[src/common/phy_cfg_defs.svh]
// Constants of the strap, reset and mode-configuration block.
// Assumes a 125 MHz core clock; register offsets are the 5-bit management indices.
`ifndef PHY_CFG_DEFS_SVH
`define PHY_CFG_DEFS_SVH

// ****************************************
// Timing
// ****************************************
`define CLK_PERIOD_NS 8
`define RESET_MIN_NS 200
`define RESET_MIN_CYC ((`RESET_MIN_NS + `CLK_PERIOD_NS - 1) / `CLK_PERIOD_NS)
`define CALIB_MS 40
`define CALIB_CYC (`CALIB_MS * 1000000 / `CLK_PERIOD_NS)
`define BIT_TIME_NS 100
`define HB_BITS 10
`define HB_CYC (`HB_BITS * `BIT_TIME_NS / `CLK_PERIOD_NS)
`define SOFT_HOLD_CYC 256
`define STRAP_MIN_EDGES 8

// ****************************************
// Register offsets
// ****************************************
`define REG_CONTROL 5'h00
`define REG_ADVERT 5'h04
`define REG_IRQ_STATUS 5'h11
`define REG_PCS_CFG 5'h17
`define REG_LOOP_CFG 5'h18
`define REG_TENBT_CFG 5'h1c

// ****************************************
// Field positions and values
// ****************************************
`define CTL_RESET_BIT 15
`define CTL_LOOP_BIT 14
`define CTL_SPEED_BIT 13
`define CTL_DUPLEX_BIT 12
`define CTL_ISOLATE_BIT 10
`define CTL_ANEN_BIT 8
`define ADV_PAUSE_BIT 10
`define ADV_ABIL_LSB 5
`define ADV_SELECTOR 5'h01
`define PCS_DIGRST_BIT 0
`define LOOP_PMD_BIT 8
`define LOOP_EN_BIT 11
`define TENBT_HB_BIT 1
`define IRQ_CALDONE_BIT 0
`define IRQ_SPEED_BIT 1
`define ADV_10H 5'h01
`define ADV_10F 5'h02
`define ADV_100H 5'h04
`define ADV_100F 5'h08
`define ADV_ALL 5'h0f

`endif

[src/common/phy_cfg_pkg.sv]
// Types shared by the mode-configuration block and its strap classifier.
// Assumes nothing beyond a SystemVerilog elaborator.
package phy_cfg_pkg;
  typedef enum logic [1:0] {
    STRAP_LOW = 2'b00,
    STRAP_HIGH = 2'b01,
    STRAP_MID = 2'b10,
    STRAP_CLK = 2'b11
  } strap_t;

  typedef enum logic [1:0] {
    ST_HOLD = 2'b00,
    ST_CALIB = 2'b01,
    ST_READY = 2'b10
  } rst_state_t;

  typedef struct packed {
    logic anEn;
    logic speed;
    logic duplex;
    logic [4:0] adv;
  } mode_t;
endpackage : phy_cfg_pkg

[src/rtl/phy_mode_config_and_reset.sv]
// Strap decoding, reset sequencing, mode registers and MII side-band for a 10/100 PHY.
// Assumes a 125 MHz core clock; MAC-side and pad inputs are asynchronous, the
// line receive path (lineRx*) runs on core_clk.
// Notes on behaviour
// - Heartbeat: collision pulse of ten bit times after transmit
// - Heartbeat defaults off unless repeater strap high
// - Loopback returns transmit nibbles to receive outputs
// - Serial strap: one-bit data at 10 MHz
// - Serial mode frames receive data with carrier sense
// - Negotiation straps sampled and classified during reset
// - Clocked only with eight edges during reset
// - Forced speed and duplex decoded from straps
// - Negotiated abilities decoded from straps
// - Clock-strap forced modes rewrite advertisement register
// - Software sets negotiation enable and advertised abilities
// - Parallel detection from line activity without negotiation
// - Reset pin high 200 ns resets all but the interrupt status and a running heartbeat
// - Control bit 15 write gives the same reset as the pin
// - Digital reset bit leaves analog untouched
// - Analog recalibration on power-down or speed change
// - Straps latched after reset, then calibration runs
// - Reset bit reads one until calibration ends
// - Interrupt output follows recorded status changes
// - Receive outputs float when receive enable low
// - Isolate strap sets isolate reset value
`timescale 1ns/1ps
`include "phy_cfg_defs.svh"

module phy_mode_config_and_reset #(
  parameter int CALIB_CYC = `CALIB_CYC,
  parameter int HOLD_CYC = `SOFT_HOLD_CYC
) (
  // Clock and reset
  input wire logic core_clk,
  input wire logic nrst,
  // Register port
  input wire logic [4:0] regAddr,
  input wire logic [15:0] regWdata,
  input wire logic regWr,
  input wire logic regRd,
  output logic [15:0] regRdata,
  // Pins and straps
  input wire logic resetPin,
  input wire logic loopbackPin,
  input wire logic powerDownPin,
  input wire logic rxEnPin,
  input wire logic serialModeStrap,
  input wire logic repeaterStrap,
  input wire logic isolateDefaultStrap,
  input wire logic negotiationStrapHiAbove,
  input wire logic negotiationStrapHiBelow,
  input wire logic negotiationStrapLoAbove,
  input wire logic negotiationStrapLoBelow,
  // Line activity from the analog front end
  input wire logic fastActivity,
  input wire logic slowLinkActivity,
  input wire logic negotiationPulseBurst,
  // MII transmit from the MAC
  input wire logic txEn,
  input wire logic [3:0] txd,
  // Receive path from the line decoder
  input wire logic [3:0] lineRxd,
  input wire logic lineRxDv,
  input wire logic lineCrs,
  input wire logic lineCol,
  // MII receive and status pins
  output logic [3:0] rxd,
  output logic rxDv,
  output logic crs,
  output logic col,
  output logic rxOe,
  // Status and control outputs
  output logic irqOut,
  output logic fastSpeedIndicator,
  output logic slowSpeedIndicator,
  output logic fullDuplex,
  output logic serialMode,
  output logic loopbackActive,
  output logic analogRecal,
  output logic resetBusy
);

  generate
    if (CALIB_CYC < 2 || CALIB_CYC >= 2 ** 23) begin : gBadCalib
      $error("CALIB_CYC out of range");
    end
    if (HOLD_CYC < 1 || HOLD_CYC > 511) begin : gBadHold
      $error("HOLD_CYC out of range");
    end
  endgenerate

  localparam phy_cfg_pkg::strap_t SL = phy_cfg_pkg::STRAP_LOW;
  localparam phy_cfg_pkg::strap_t SH = phy_cfg_pkg::STRAP_HIGH;
  localparam phy_cfg_pkg::strap_t SM = phy_cfg_pkg::STRAP_MID;
  localparam phy_cfg_pkg::strap_t SC = phy_cfg_pkg::STRAP_CLK;
  localparam logic [4:0] RESET_CYC = 5'(`RESET_MIN_CYC);
  localparam logic [6:0] HB_CYC = 7'(`HB_CYC);

  // ****************************************
  // Input synchronisers
  // ****************************************
  logic [14:0] syncA;
  logic [14:0] syncB;

  always_ff @(posedge core_clk or negedge nrst) begin
    if (!nrst) begin
      syncA <= 15'h0000;
      syncB <= 15'h0000;
    end else begin
      syncA <= {resetPin, loopbackPin, powerDownPin, rxEnPin, serialModeStrap, repeaterStrap,
                isolateDefaultStrap, fastActivity, slowLinkActivity, negotiationPulseBurst, txEn, txd};
      syncB <= syncA;
    end
  end

  wire resetPinS = syncB[14];
  wire loopPinS = syncB[13];
  wire powerDownS = syncB[12];
  wire rxEnS = syncB[11];
  wire serialS = syncB[10];
  wire repeaterS = syncB[9];
  wire isoS = syncB[8];
  wire fastS = syncB[7];
  wire slowS = syncB[6];
  wire burstS = syncB[5];
  wire txEnS = syncB[4];
  wire [3:0] txdS = syncB[3:0];

  // ****************************************
  // Reset sources and sequence
  // ****************************************
  logic [4:0] pinCnt;
  phy_cfg_pkg::rst_state_t state;
  logic [8:0] holdCnt;
  logic [22:0] calibCnt;
  logic cfgLoad;
  logic digReq;

  // Pin counts as reset only once high for the least pulse width
  always_ff @(posedge core_clk or negedge nrst) begin
    if (!nrst) begin
      pinCnt <= 5'h00;
    end else if (!resetPinS) begin
      pinCnt <= 5'h00;
    end else if (pinCnt != RESET_CYC) begin
      pinCnt <= pinCnt + 5'h01;
    end
  end

  wire pinReset = pinCnt == RESET_CYC;
  wire softReq = regWr && regAddr == `REG_CONTROL && regWdata[`CTL_RESET_BIT];
  wire latchNow = state == phy_cfg_pkg::ST_HOLD && holdCnt == 9'h000 && !pinReset && !softReq;

  always_ff @(posedge core_clk or negedge nrst) begin
    if (!nrst) begin
      state <= phy_cfg_pkg::ST_HOLD;
      holdCnt <= 9'(HOLD_CYC);
      calibCnt <= 23'h000000;
    end else if (pinReset || softReq) begin
      state <= phy_cfg_pkg::ST_HOLD;
      holdCnt <= 9'(HOLD_CYC);
    end else begin
      unique case (state)
        phy_cfg_pkg::ST_HOLD: begin
          if (holdCnt == 9'h000) begin
            state <= phy_cfg_pkg::ST_CALIB;
            calibCnt <= 23'(CALIB_CYC);
          end else begin
            holdCnt <= holdCnt - 9'h001;
          end
        end
        phy_cfg_pkg::ST_CALIB: begin
          if (calibCnt <= 23'h000001) begin
            state <= phy_cfg_pkg::ST_READY;
          end else begin
            calibCnt <= calibCnt - 23'h000001;
          end
        end
        phy_cfg_pkg::ST_READY: begin
          state <= phy_cfg_pkg::ST_READY;
        end
        default: begin
          state <= phy_cfg_pkg::ST_HOLD;
        end
      endcase
    end
  end

  // Digital reset reloads the registers but issues no analog recalibration
  always_ff @(posedge core_clk or negedge nrst) begin
    if (!nrst) begin
      cfgLoad <= 1'b0;
      digReq <= 1'b0;
    end else begin
      cfgLoad <= latchNow;
      digReq <= regWr && regAddr == `REG_PCS_CFG && regWdata[`PCS_DIGRST_BIT];
    end
  end

  wire reloadNow = cfgLoad || digReq;
  wire inHold = state == phy_cfg_pkg::ST_HOLD;
  wire calDone = state == phy_cfg_pkg::ST_CALIB && calibCnt <= 23'h000001 && !pinReset && !softReq;

  // ****************************************
  // Strap capture
  // ****************************************
  phy_cfg_pkg::strap_t clsHi;
  phy_cfg_pkg::strap_t clsLo;
  logic repLatched;
  logic isoLatched;

  strap_classifier #(.MIN_EDGES(`STRAP_MIN_EDGES)) uStrapHi (
    .core_clk(core_clk),
    .nrst(nrst),
    .sampleWindow(inHold),
    .latchNow(latchNow),
    .aboveHigh(negotiationStrapHiAbove),
    .belowLow(negotiationStrapHiBelow),
    .strapClass(clsHi)
  );

  strap_classifier #(.MIN_EDGES(`STRAP_MIN_EDGES)) uStrapLo (
    .core_clk(core_clk),
    .nrst(nrst),
    .sampleWindow(inHold),
    .latchNow(latchNow),
    .aboveHigh(negotiationStrapLoAbove),
    .belowLow(negotiationStrapLoBelow),
    .strapClass(clsLo)
  );

  always_ff @(posedge core_clk or negedge nrst) begin
    if (!nrst) begin
      serialMode <= 1'b0;
      repLatched <= 1'b0;
      isoLatched <= 1'b0;
    end else if (latchNow) begin
      serialMode <= serialS;
      repLatched <= repeaterS;
      isoLatched <= isoS;
    end
  end

  function automatic phy_cfg_pkg::mode_t decodeMode(phy_cfg_pkg::strap_t hi, phy_cfg_pkg::strap_t lo);
    phy_cfg_pkg::mode_t m;
    m = '{1'b1, 1'b1, 1'b1, `ADV_ALL};
    unique case ({hi, lo})
      {SL, SM}: m = '{1'b0, 1'b0, 1'b0, `ADV_ALL};
      {SH, SM}: m = '{1'b0, 1'b0, 1'b1, `ADV_ALL};
      {SM, SL}: m = '{1'b0, 1'b1, 1'b0, `ADV_ALL};
      {SM, SH}: m = '{1'b0, 1'b1, 1'b1, `ADV_ALL};
      {SC, SM}: m = '{1'b0, 1'b1, 1'b1, `ADV_100F | `ADV_100H};
      {SM, SC}: m = '{1'b0, 1'b1, 1'b1, `ADV_100F | `ADV_10F};
      {SC, SC}: m = '{1'b0, 1'b1, 1'b0, `ADV_100H | `ADV_10H};
      {SM, SM}: m = '{1'b1, 1'b1, 1'b1, `ADV_ALL};
      {SL, SL}: m = '{1'b1, 1'b0, 1'b0, `ADV_10H};
      {SL, SH}: m = '{1'b1, 1'b0, 1'b1, `ADV_10F};
      {SH, SL}: m = '{1'b1, 1'b1, 1'b0, `ADV_100H};
      {SH, SH}: m = '{1'b1, 1'b1, 1'b1, `ADV_100F};
      {SC, SH}: m = '{1'b1, 1'b1, 1'b1, `ADV_100F | `ADV_10F};
      {SC, SL}: m = '{1'b1, 1'b1, 1'b0, `ADV_100H | `ADV_10H};
      {SH, SC}: m = '{1'b1, 1'b1, 1'b1, `ADV_100F | `ADV_100H};
      {SL, SC}: m = '{1'b1, 1'b0, 1'b1, `ADV_10F | `ADV_10H};
    endcase
    return m;
  endfunction : decodeMode

  wire phy_cfg_pkg::mode_t strapMode = decodeMode(clsHi, clsLo);

  // ****************************************
  // Mode registers
  // ****************************************
  logic loopBit;
  logic speedBit;
  logic duplexBit;
  logic isoBit;
  logic anEnBit;
  logic [4:0] adv;
  logic loopPmd;
  logic loopEn;
  logic hbEn;

  always_ff @(posedge core_clk or negedge nrst) begin
    if (!nrst) begin
      {loopBit, speedBit, duplexBit, isoBit, anEnBit, loopPmd, loopEn, hbEn} <= 8'h00;
      adv <= 5'h00;
    end else if (inHold) begin
      {loopBit, speedBit, duplexBit, isoBit, anEnBit, loopPmd, loopEn, hbEn} <= 8'h00;
      adv <= 5'h00;
    end else if (reloadNow) begin
      loopBit <= 1'b0;
      speedBit <= strapMode.speed;
      duplexBit <= strapMode.duplex;
      anEnBit <= strapMode.anEn;
      adv <= strapMode.adv;
      isoBit <= isoLatched;
      loopPmd <= 1'b0;
      loopEn <= 1'b0;
      hbEn <= repLatched;
    end else if (regWr) begin
      unique case (regAddr)
        `REG_CONTROL: begin
          loopBit <= regWdata[`CTL_LOOP_BIT];
          speedBit <= regWdata[`CTL_SPEED_BIT];
          duplexBit <= regWdata[`CTL_DUPLEX_BIT];
          isoBit <= regWdata[`CTL_ISOLATE_BIT];
          anEnBit <= regWdata[`CTL_ANEN_BIT];
        end
        `REG_ADVERT: begin
          adv <= {regWdata[`ADV_PAUSE_BIT], regWdata[`ADV_ABIL_LSB+3:`ADV_ABIL_LSB]};
        end
        `REG_LOOP_CFG: begin
          loopPmd <= regWdata[`LOOP_PMD_BIT];
          loopEn <= regWdata[`LOOP_EN_BIT];
        end
        `REG_TENBT_CFG: begin
          hbEn <= regWdata[`TENBT_HB_BIT];
        end
        default: begin
        end
      endcase
    end
  end

  // ****************************************
  // Speed resolution and analog recalibration
  // ****************************************
  logic next_speed;
  logic next_duplex;
  logic pdPrev;

  always_comb begin
    next_speed = fastSpeedIndicator;
    next_duplex = fullDuplex;
    if (!anEnBit || burstS) begin
      next_speed = speedBit;
      next_duplex = duplexBit;
    end else if (fastS) begin
      next_speed = 1'b1;
      next_duplex = 1'b0;
    end else if (slowS) begin
      next_speed = 1'b0;
      next_duplex = 1'b0;
    end
  end

  wire speedChange = !inHold && next_speed != fastSpeedIndicator;

  always_ff @(posedge core_clk or negedge nrst) begin
    if (!nrst) begin
      fastSpeedIndicator <= 1'b0;
      slowSpeedIndicator <= 1'b1;
      fullDuplex <= 1'b0;
      pdPrev <= 1'b0;
      analogRecal <= 1'b0;
      resetBusy <= 1'b1;
    end else begin
      fastSpeedIndicator <= next_speed;
      slowSpeedIndicator <= !next_speed;
      fullDuplex <= next_duplex;
      pdPrev <= powerDownS;
      analogRecal <= latchNow || powerDownS != pdPrev || speedChange;
      resetBusy <= state != phy_cfg_pkg::ST_READY;
    end
  end

  // ****************************************
  // Interrupt status
  // ****************************************
  logic [1:0] irqStat;
  logic [1:0] next_irqStat;

  // A change landing on the read that clears the status is kept
  always_comb begin
    next_irqStat = irqStat;
    if (regRd && regAddr == `REG_IRQ_STATUS) begin
      next_irqStat = 2'h0;
    end
    if (calDone) begin
      next_irqStat[`IRQ_CALDONE_BIT] = 1'b1;
    end
    if (speedChange) begin
      next_irqStat[`IRQ_SPEED_BIT] = 1'b1;
    end
  end

  always_ff @(posedge core_clk or negedge nrst) begin
    if (!nrst) begin
      irqStat <= 2'h0;
      irqOut <= 1'b0;
    end else begin
      irqStat <= next_irqStat;
      irqOut <= |next_irqStat;
    end
  end

  // ****************************************
  // Receive side, loopback and heartbeat
  // ****************************************
  logic txEnPrev;
  logic [6:0] hbCnt;
  wire next_loop = loopBit || (loopPmd && loopEn) || loopPinS;
  wire [3:0] srcD = next_loop ? txdS : lineRxd;
  wire srcDv = next_loop ? txEnS : lineRxDv;
  wire srcCrs = next_loop ? txEnS : lineCrs;
  wire hbActive = hbCnt != 7'h00;

  // Heartbeat starts two cycles after the end of transmit, well inside 1 us
  always_ff @(posedge core_clk or negedge nrst) begin
    if (!nrst) begin
      txEnPrev <= 1'b0;
      hbCnt <= 7'h00;
    end else begin
      txEnPrev <= txEnS;
      if (hbEn && txEnPrev && !txEnS) begin
        hbCnt <= HB_CYC;
      end else if (hbActive) begin
        hbCnt <= hbCnt - 7'h01;
      end
    end
  end

  always_ff @(posedge core_clk or negedge nrst) begin
    if (!nrst) begin
      rxd <= 4'h0;
      rxDv <= 1'b0;
      crs <= 1'b0;
      col <= 1'b0;
      rxOe <= 1'b0;
      loopbackActive <= 1'b0;
    end else begin
      rxd <= serialMode ? {3'h0, srcD[0]} : srcD;
      rxDv <= serialMode ? 1'b0 : srcDv;
      crs <= srcCrs;
      col <= (lineCol && !next_loop) || hbActive;
      rxOe <= rxEnS && !isoBit;
      loopbackActive <= next_loop;
    end
  end

  // ****************************************
  // Register read
  // ****************************************
  always_ff @(posedge core_clk or negedge nrst) begin
    if (!nrst) begin
      regRdata <= 16'h0000;
    end else if (regRd) begin
      unique case (regAddr)
        `REG_CONTROL: regRdata <= {state != phy_cfg_pkg::ST_READY, loopBit, speedBit, duplexBit, 1'b0,
                                   isoBit, 1'b0, anEnBit, 8'h00};
        `REG_ADVERT: regRdata <= {5'h00, adv[4], 1'b0, adv[3:0], `ADV_SELECTOR};
        `REG_IRQ_STATUS: regRdata <= {14'h0000, irqStat};
        `REG_LOOP_CFG: regRdata <= {4'h0, loopEn, 2'h0, loopPmd, 8'h00};
        `REG_TENBT_CFG: regRdata <= {14'h0000, hbEn, 1'b0};
        default: regRdata <= 16'h0000;
      endcase
    end else begin
      regRdata <= 16'h0000;
    end
  end
endmodule : phy_mode_config_and_reset

[src/rtl/strap_classifier.sv]
// Classifies one three-level strap pin as low, high, mid-level or clocked.
// Assumes two comparator outputs from the pin pad, asynchronous to core_clk.
`timescale 1ns/1ps
`include "phy_cfg_defs.svh"

module strap_classifier #(
  parameter int MIN_EDGES = `STRAP_MIN_EDGES
) (
  // Clock and reset
  input wire logic core_clk,
  input wire logic nrst,
  // Sampling control
  input wire logic sampleWindow,
  input wire logic latchNow,
  // Pad comparators
  input wire logic aboveHigh,
  input wire logic belowLow,
  // Result
  output phy_cfg_pkg::strap_t strapClass
);

  generate
    if (MIN_EDGES < 1 || MIN_EDGES > 15) begin : gBadEdges
      $error("MIN_EDGES must be 1 to 15");
    end
  endgenerate

  logic [1:0] syncA;
  logic [1:0] syncB;
  logic prevHigh;
  logic [3:0] edgeCnt;

  always_ff @(posedge core_clk or negedge nrst) begin
    if (!nrst) begin
      syncA <= 2'h0;
      syncB <= 2'h0;
    end else begin
      syncA <= {aboveHigh, belowLow};
      syncB <= syncA;
    end
  end

  // ****************************************
  // Clock edge count during reset
  // ****************************************
  always_ff @(posedge core_clk or negedge nrst) begin
    if (!nrst) begin
      prevHigh <= 1'b0;
      edgeCnt <= 4'h0;
    end else begin
      prevHigh <= syncB[1];
      if (latchNow) begin
        edgeCnt <= 4'h0;
      end else if (sampleWindow && syncB[1] && !prevHigh && edgeCnt != 4'hf) begin
        edgeCnt <= edgeCnt + 4'h1;
      end
    end
  end

  // Clock wins over level: a clocked pin shows a random level at the latch
  always_ff @(posedge core_clk or negedge nrst) begin
    if (!nrst) begin
      strapClass <= phy_cfg_pkg::STRAP_MID;
    end else if (latchNow) begin
      if (edgeCnt >= 4'(MIN_EDGES)) begin
        strapClass <= phy_cfg_pkg::STRAP_CLK;
      end else if (syncB[1]) begin
        strapClass <= phy_cfg_pkg::STRAP_HIGH;
      end else if (syncB[0]) begin
        strapClass <= phy_cfg_pkg::STRAP_LOW;
      end else begin
        strapClass <= phy_cfg_pkg::STRAP_MID;
      end
    end
  end

endmodule : strap_classifier

[config.mk]
export PLATFORM = sky130hd
export DESIGN_NAME = phy_mode_config_and_reset
export DESIGN_NICKNAME = d
export VERILOG_FILES = /design/src/common/phy_cfg_pkg.sv /design/src/rtl/phy_mode_config_and_reset.sv /design/src/rtl/strap_classifier.sv
export VERILOG_INCLUDE_DIRS = /design/src /design/src/common
export SDC_FILE = /design/constraint.sdc
export NUM_CORES = 1
export LEC_CHECK = 0
export BUFFER_PORTS_ARGS = -buffer_cell sky130_fd_sc_hd__buf_2
export CAP_MARGIN = 20
export CORE_ASPECT_RATIO = 0.7
export CORE_MARGIN = 2
export CORE_UTILIZATION = 55
export DETAILED_ROUTE_END_ITERATION = 7
export PLACE_DENSITY = 0.76
export SYNTH_ARGS = -nofsm -noshare
export SYNTH_HDL_FRONTEND = slang
export SYNTH_SLANG_ARGS = --single-unit
[constraint.sdc]
create_clock -name core_clk -period 3.64 [get_ports core_clk]
set_clock_uncertainty 0.15 [all_clocks]
set_input_delay 0.182 -clock core_clk [delete_from_list [all_inputs] [get_ports core_clk]]
set_output_delay 0.182 -clock core_clk [all_outputs]
set_load 0.02 [all_outputs]
==> flow_summary.yaml <==
critical_path:
  path_cells: "or4_1, o31a_1, or3_1, and2_1, mux2i_1"
  cp_num_buf_inv: 0
  criticalPathCategory: "register to register"
  r2r_cells: 5
  required_ps: 3830
  crit_cells: 5
  cp_top_family: "simple AND/OR/NAND/NOR gates"
  path_max_fanout: 28
  cp-end-kind: "register"
  startpoint_type: "register"
  startpoint: "holdCnt[3]"
  arrival_ps: 3100
  slowest_delay_ps: 730
  cp_slowest_cell: "or3_1"
  timing.rr.start: "holdCnt[3]"
logic_synthesis:
  synth_edf_count: 0
  yosysUniqueCellTypes: 60
  synthFlopType: "dfrtp_1"
  ys_ff_latch: 147
  syn_inst: 625
  postSynthAreaPerCell_um2: 10.62
  seq_area_frac_synth: 0.5552
  ys_warn_count: 0
  async_reset_ff_frac: 1.000
  syn-cell-area_um2: 6636
run:
  maxCapViolCount: 0
timing:
  maxSlewHeadroom: 0.4025
  period_minus_slack_ps: 2905
  layout_setup_ws_ps: 735.3
  final_hold_viol_count: 0
  max_freq_mhz: 344.3
  min_period_over_period: 0.7980
  tns_ps: 0
  drv_slew: 0
  worstMarginPinSlew_ps: 896.2
  rsz0062_at_grt: "no"
  finalSetupViolations: 0
run_status:
  status: "finished, final reports clean"
clock_tree:
  clock_path_buffers: 2
  cts.sinks: 147
  insertion_delay_ps: 430
  cts_tree: "built"
  cts_root_buf: "clkbuf_16"
  post-cts-setup-buffers: 0
  cts.clk_slew.worst_paths_ps: 70
  cts_buffers: 17
  htreeDepth: 4
  postCtsHoldBufs: 42
  cts-resized-gates: 0
detailed_routing:
  drc: 0
  vias_per_cell: 5.758
  first_iter_violations: 435
  wl_mm: 15.85
  antenna_violating_nets_post_route: 0
  wl_per_cell_um: 17.17
  firstDrtPassIters: 5
  num_vias: 5315
placed_design:
  place_ws_ps: 737.9
  io_buffers: 74
  gp_congestion: 0.9079
  hpwlAfterDp_mm: 10.07
power:
  p_leak_nw: 3.826
  power_density_nw_per_um2: 671.8
  switchingPower_w: 0.001921
  clockPowerShare: 0.337
  pwr-share-seq: 0.390
  switching_share: 0.3455
  pwr-share-comb: 0.274
  internal_power_w: 0.003640
  ir_drop_mv: 0.4488
grt:
  grt_pass1_wl_mm: 26.65
  overflow: 0
  grt_pass1_vias: 5373
  grt_max_degree: 105
  grt_use_total: 0.2681
  antenna_found_initial: 1
layout:
  syn_to_final_growth_pct: 24.74
  drive_gt1_frac: 0.1778
  layout_commonest_cell: "dfrtp_1"
  fin_nets: 822
  mostFrequentLayoutCells: "dfrtp_1 (142), buf_2 (73), nand2_1 (53)"
floorplan:
  core-area_um2: 11730
  die_area_um2: 12980
  fp.dieH_um: 95.91
  initial_core_util: 0.5659
  io-pin-count: 83
  die_width_um: 135.3
  rows: 33
worst_hold_path:
  hp-class: "input port to register"
  min_from: "regAddr[4]"
  holdPathStages: 3
## power groups by stage
stage	clock network (W)	logic (W)	registers, W
finish	0.00187	0.00152	0.00217
global route	0.00196	0.00169	0.00220
CTS	0.00188	0.00151	0.00216
detailed placement	0	0.00146	0.00218
global placement	0	0.00138	0.00216
floorplan	0	0.00105	0.00215
## final cells by class
class / count / area, um^2
Clock buffer: 18 / 439.2
Clock inverter: 14 / 192.7
Antenna cell: 1 / 2.502
Multi-Input combinational cell: 420 / 2718
Timing Repair Buffer: 132 / 917.1
Sequential cell: 147 / 3685
Fill cell: 827 / 3448
Tap cell: 157 / 196.4
Inverter: 34 / 127.6
## through the flow
| step | cell area [um^2] | total power (W) | std cells | hold slack [ps] | util |
|---|---|---|---|---|---|
| after floorplan | 6648 | 0.003194 | 628 | -263.6 | - |
| after global placement | 7223 | 0.003537 | 848 | 139.6 | 0.6160 |
| after detailed placement | 7223 | 0.003639 | 848 | 141.4 | 0.6160 |
| after CTS | 8275 | 0.005556 | 922 | 21.03 | 0.7057 |
| after global routing | 8278 | 0.005858 | 923 | 95.41 | 0.7059 |
| final | 8278 | 0.005561 | 923 | 43.15 | 0.7059 |
## metal layers
| layer | global-route usage | vias up | routed length, um |
|---|---|---|---|
| met5 | 0 | - | 0 |
| met4 | 0.1137 | 0 | 341 |
| met3 | 0.05424 | 35 | 1027 |
| met2 | 0.4374 | 207 | 7599 |
| met1 | 0.3555 | 2611 | 6881 |
| li1 | - | 2462 | - |
## registers in the layout (all words and copies together), names as in the netlist, 5 cells and up
name,flops
pinCnt,5
holdCnt,9
regRdata,12
calibCnt,23
adv,5
syncB,15
syncA,15
hbCnt,7
## synthesized netlist by cell type, types with 7 or more instances
master	n	share of area
a211oi_1	17	0.019
nor3_1	18	0.014
mux2i_1	26	0.039
o21ai_1	9	0.0068
dfrtp_1	142	0.54
nand2_1	53	0.030
nor2_1	51	0.029
inv_1	34	0.019
or3_1	13	0.012
xor2_1	8	0.011
nand2b_1	12	0.011
clkbuf_1	13	0.0074
a21oi_1	26	0.020
ha_1	19	0.036
xnor2_1	13	0.017
nand3_1	15	0.011
o21ai_0	12	0.0091
nand4_1	14	0.013
nor2b_1	7	0.0066
nor4_1	14	0.013
and2_1	15	0.014
## worst reg2reg max path, stage by stage, from the launching register on
cell and delay (ps):
dfrtp_1 420, or4_1 600, o31a_1 460, or3_1 730, and2_1 330, mux2i_1 140
## logic make-up after synthesis
logic type / count (synthesis) / synth area share
buffers and inverters: 61 / 0.03846
AO/OA/AOI/OAI: 101 / 0.1037
multiplexers: 29 / 0.04431
adder cells (fa/ha/maj): 19 / 0.03582
XOR/XNOR: 21 / 0.02772
other: 1 / 0.0005651
flip-flops: 147 / 0.5552
AND/OR/NAND/NOR: 246 / 0.1942
## final timing paths
check / to / slack [ps]
max reg2reg: calibCnt[18] / 740
min: regRdata[0] / 40
min in group asynchronous: uStrapHi.syncA[1] / 260
max in group asynchronous: holdCnt[8] / 2170
max: calibCnt[18] / 740
min reg2reg: syncB[4] / 200
Power figures use the tool's default switching activity.
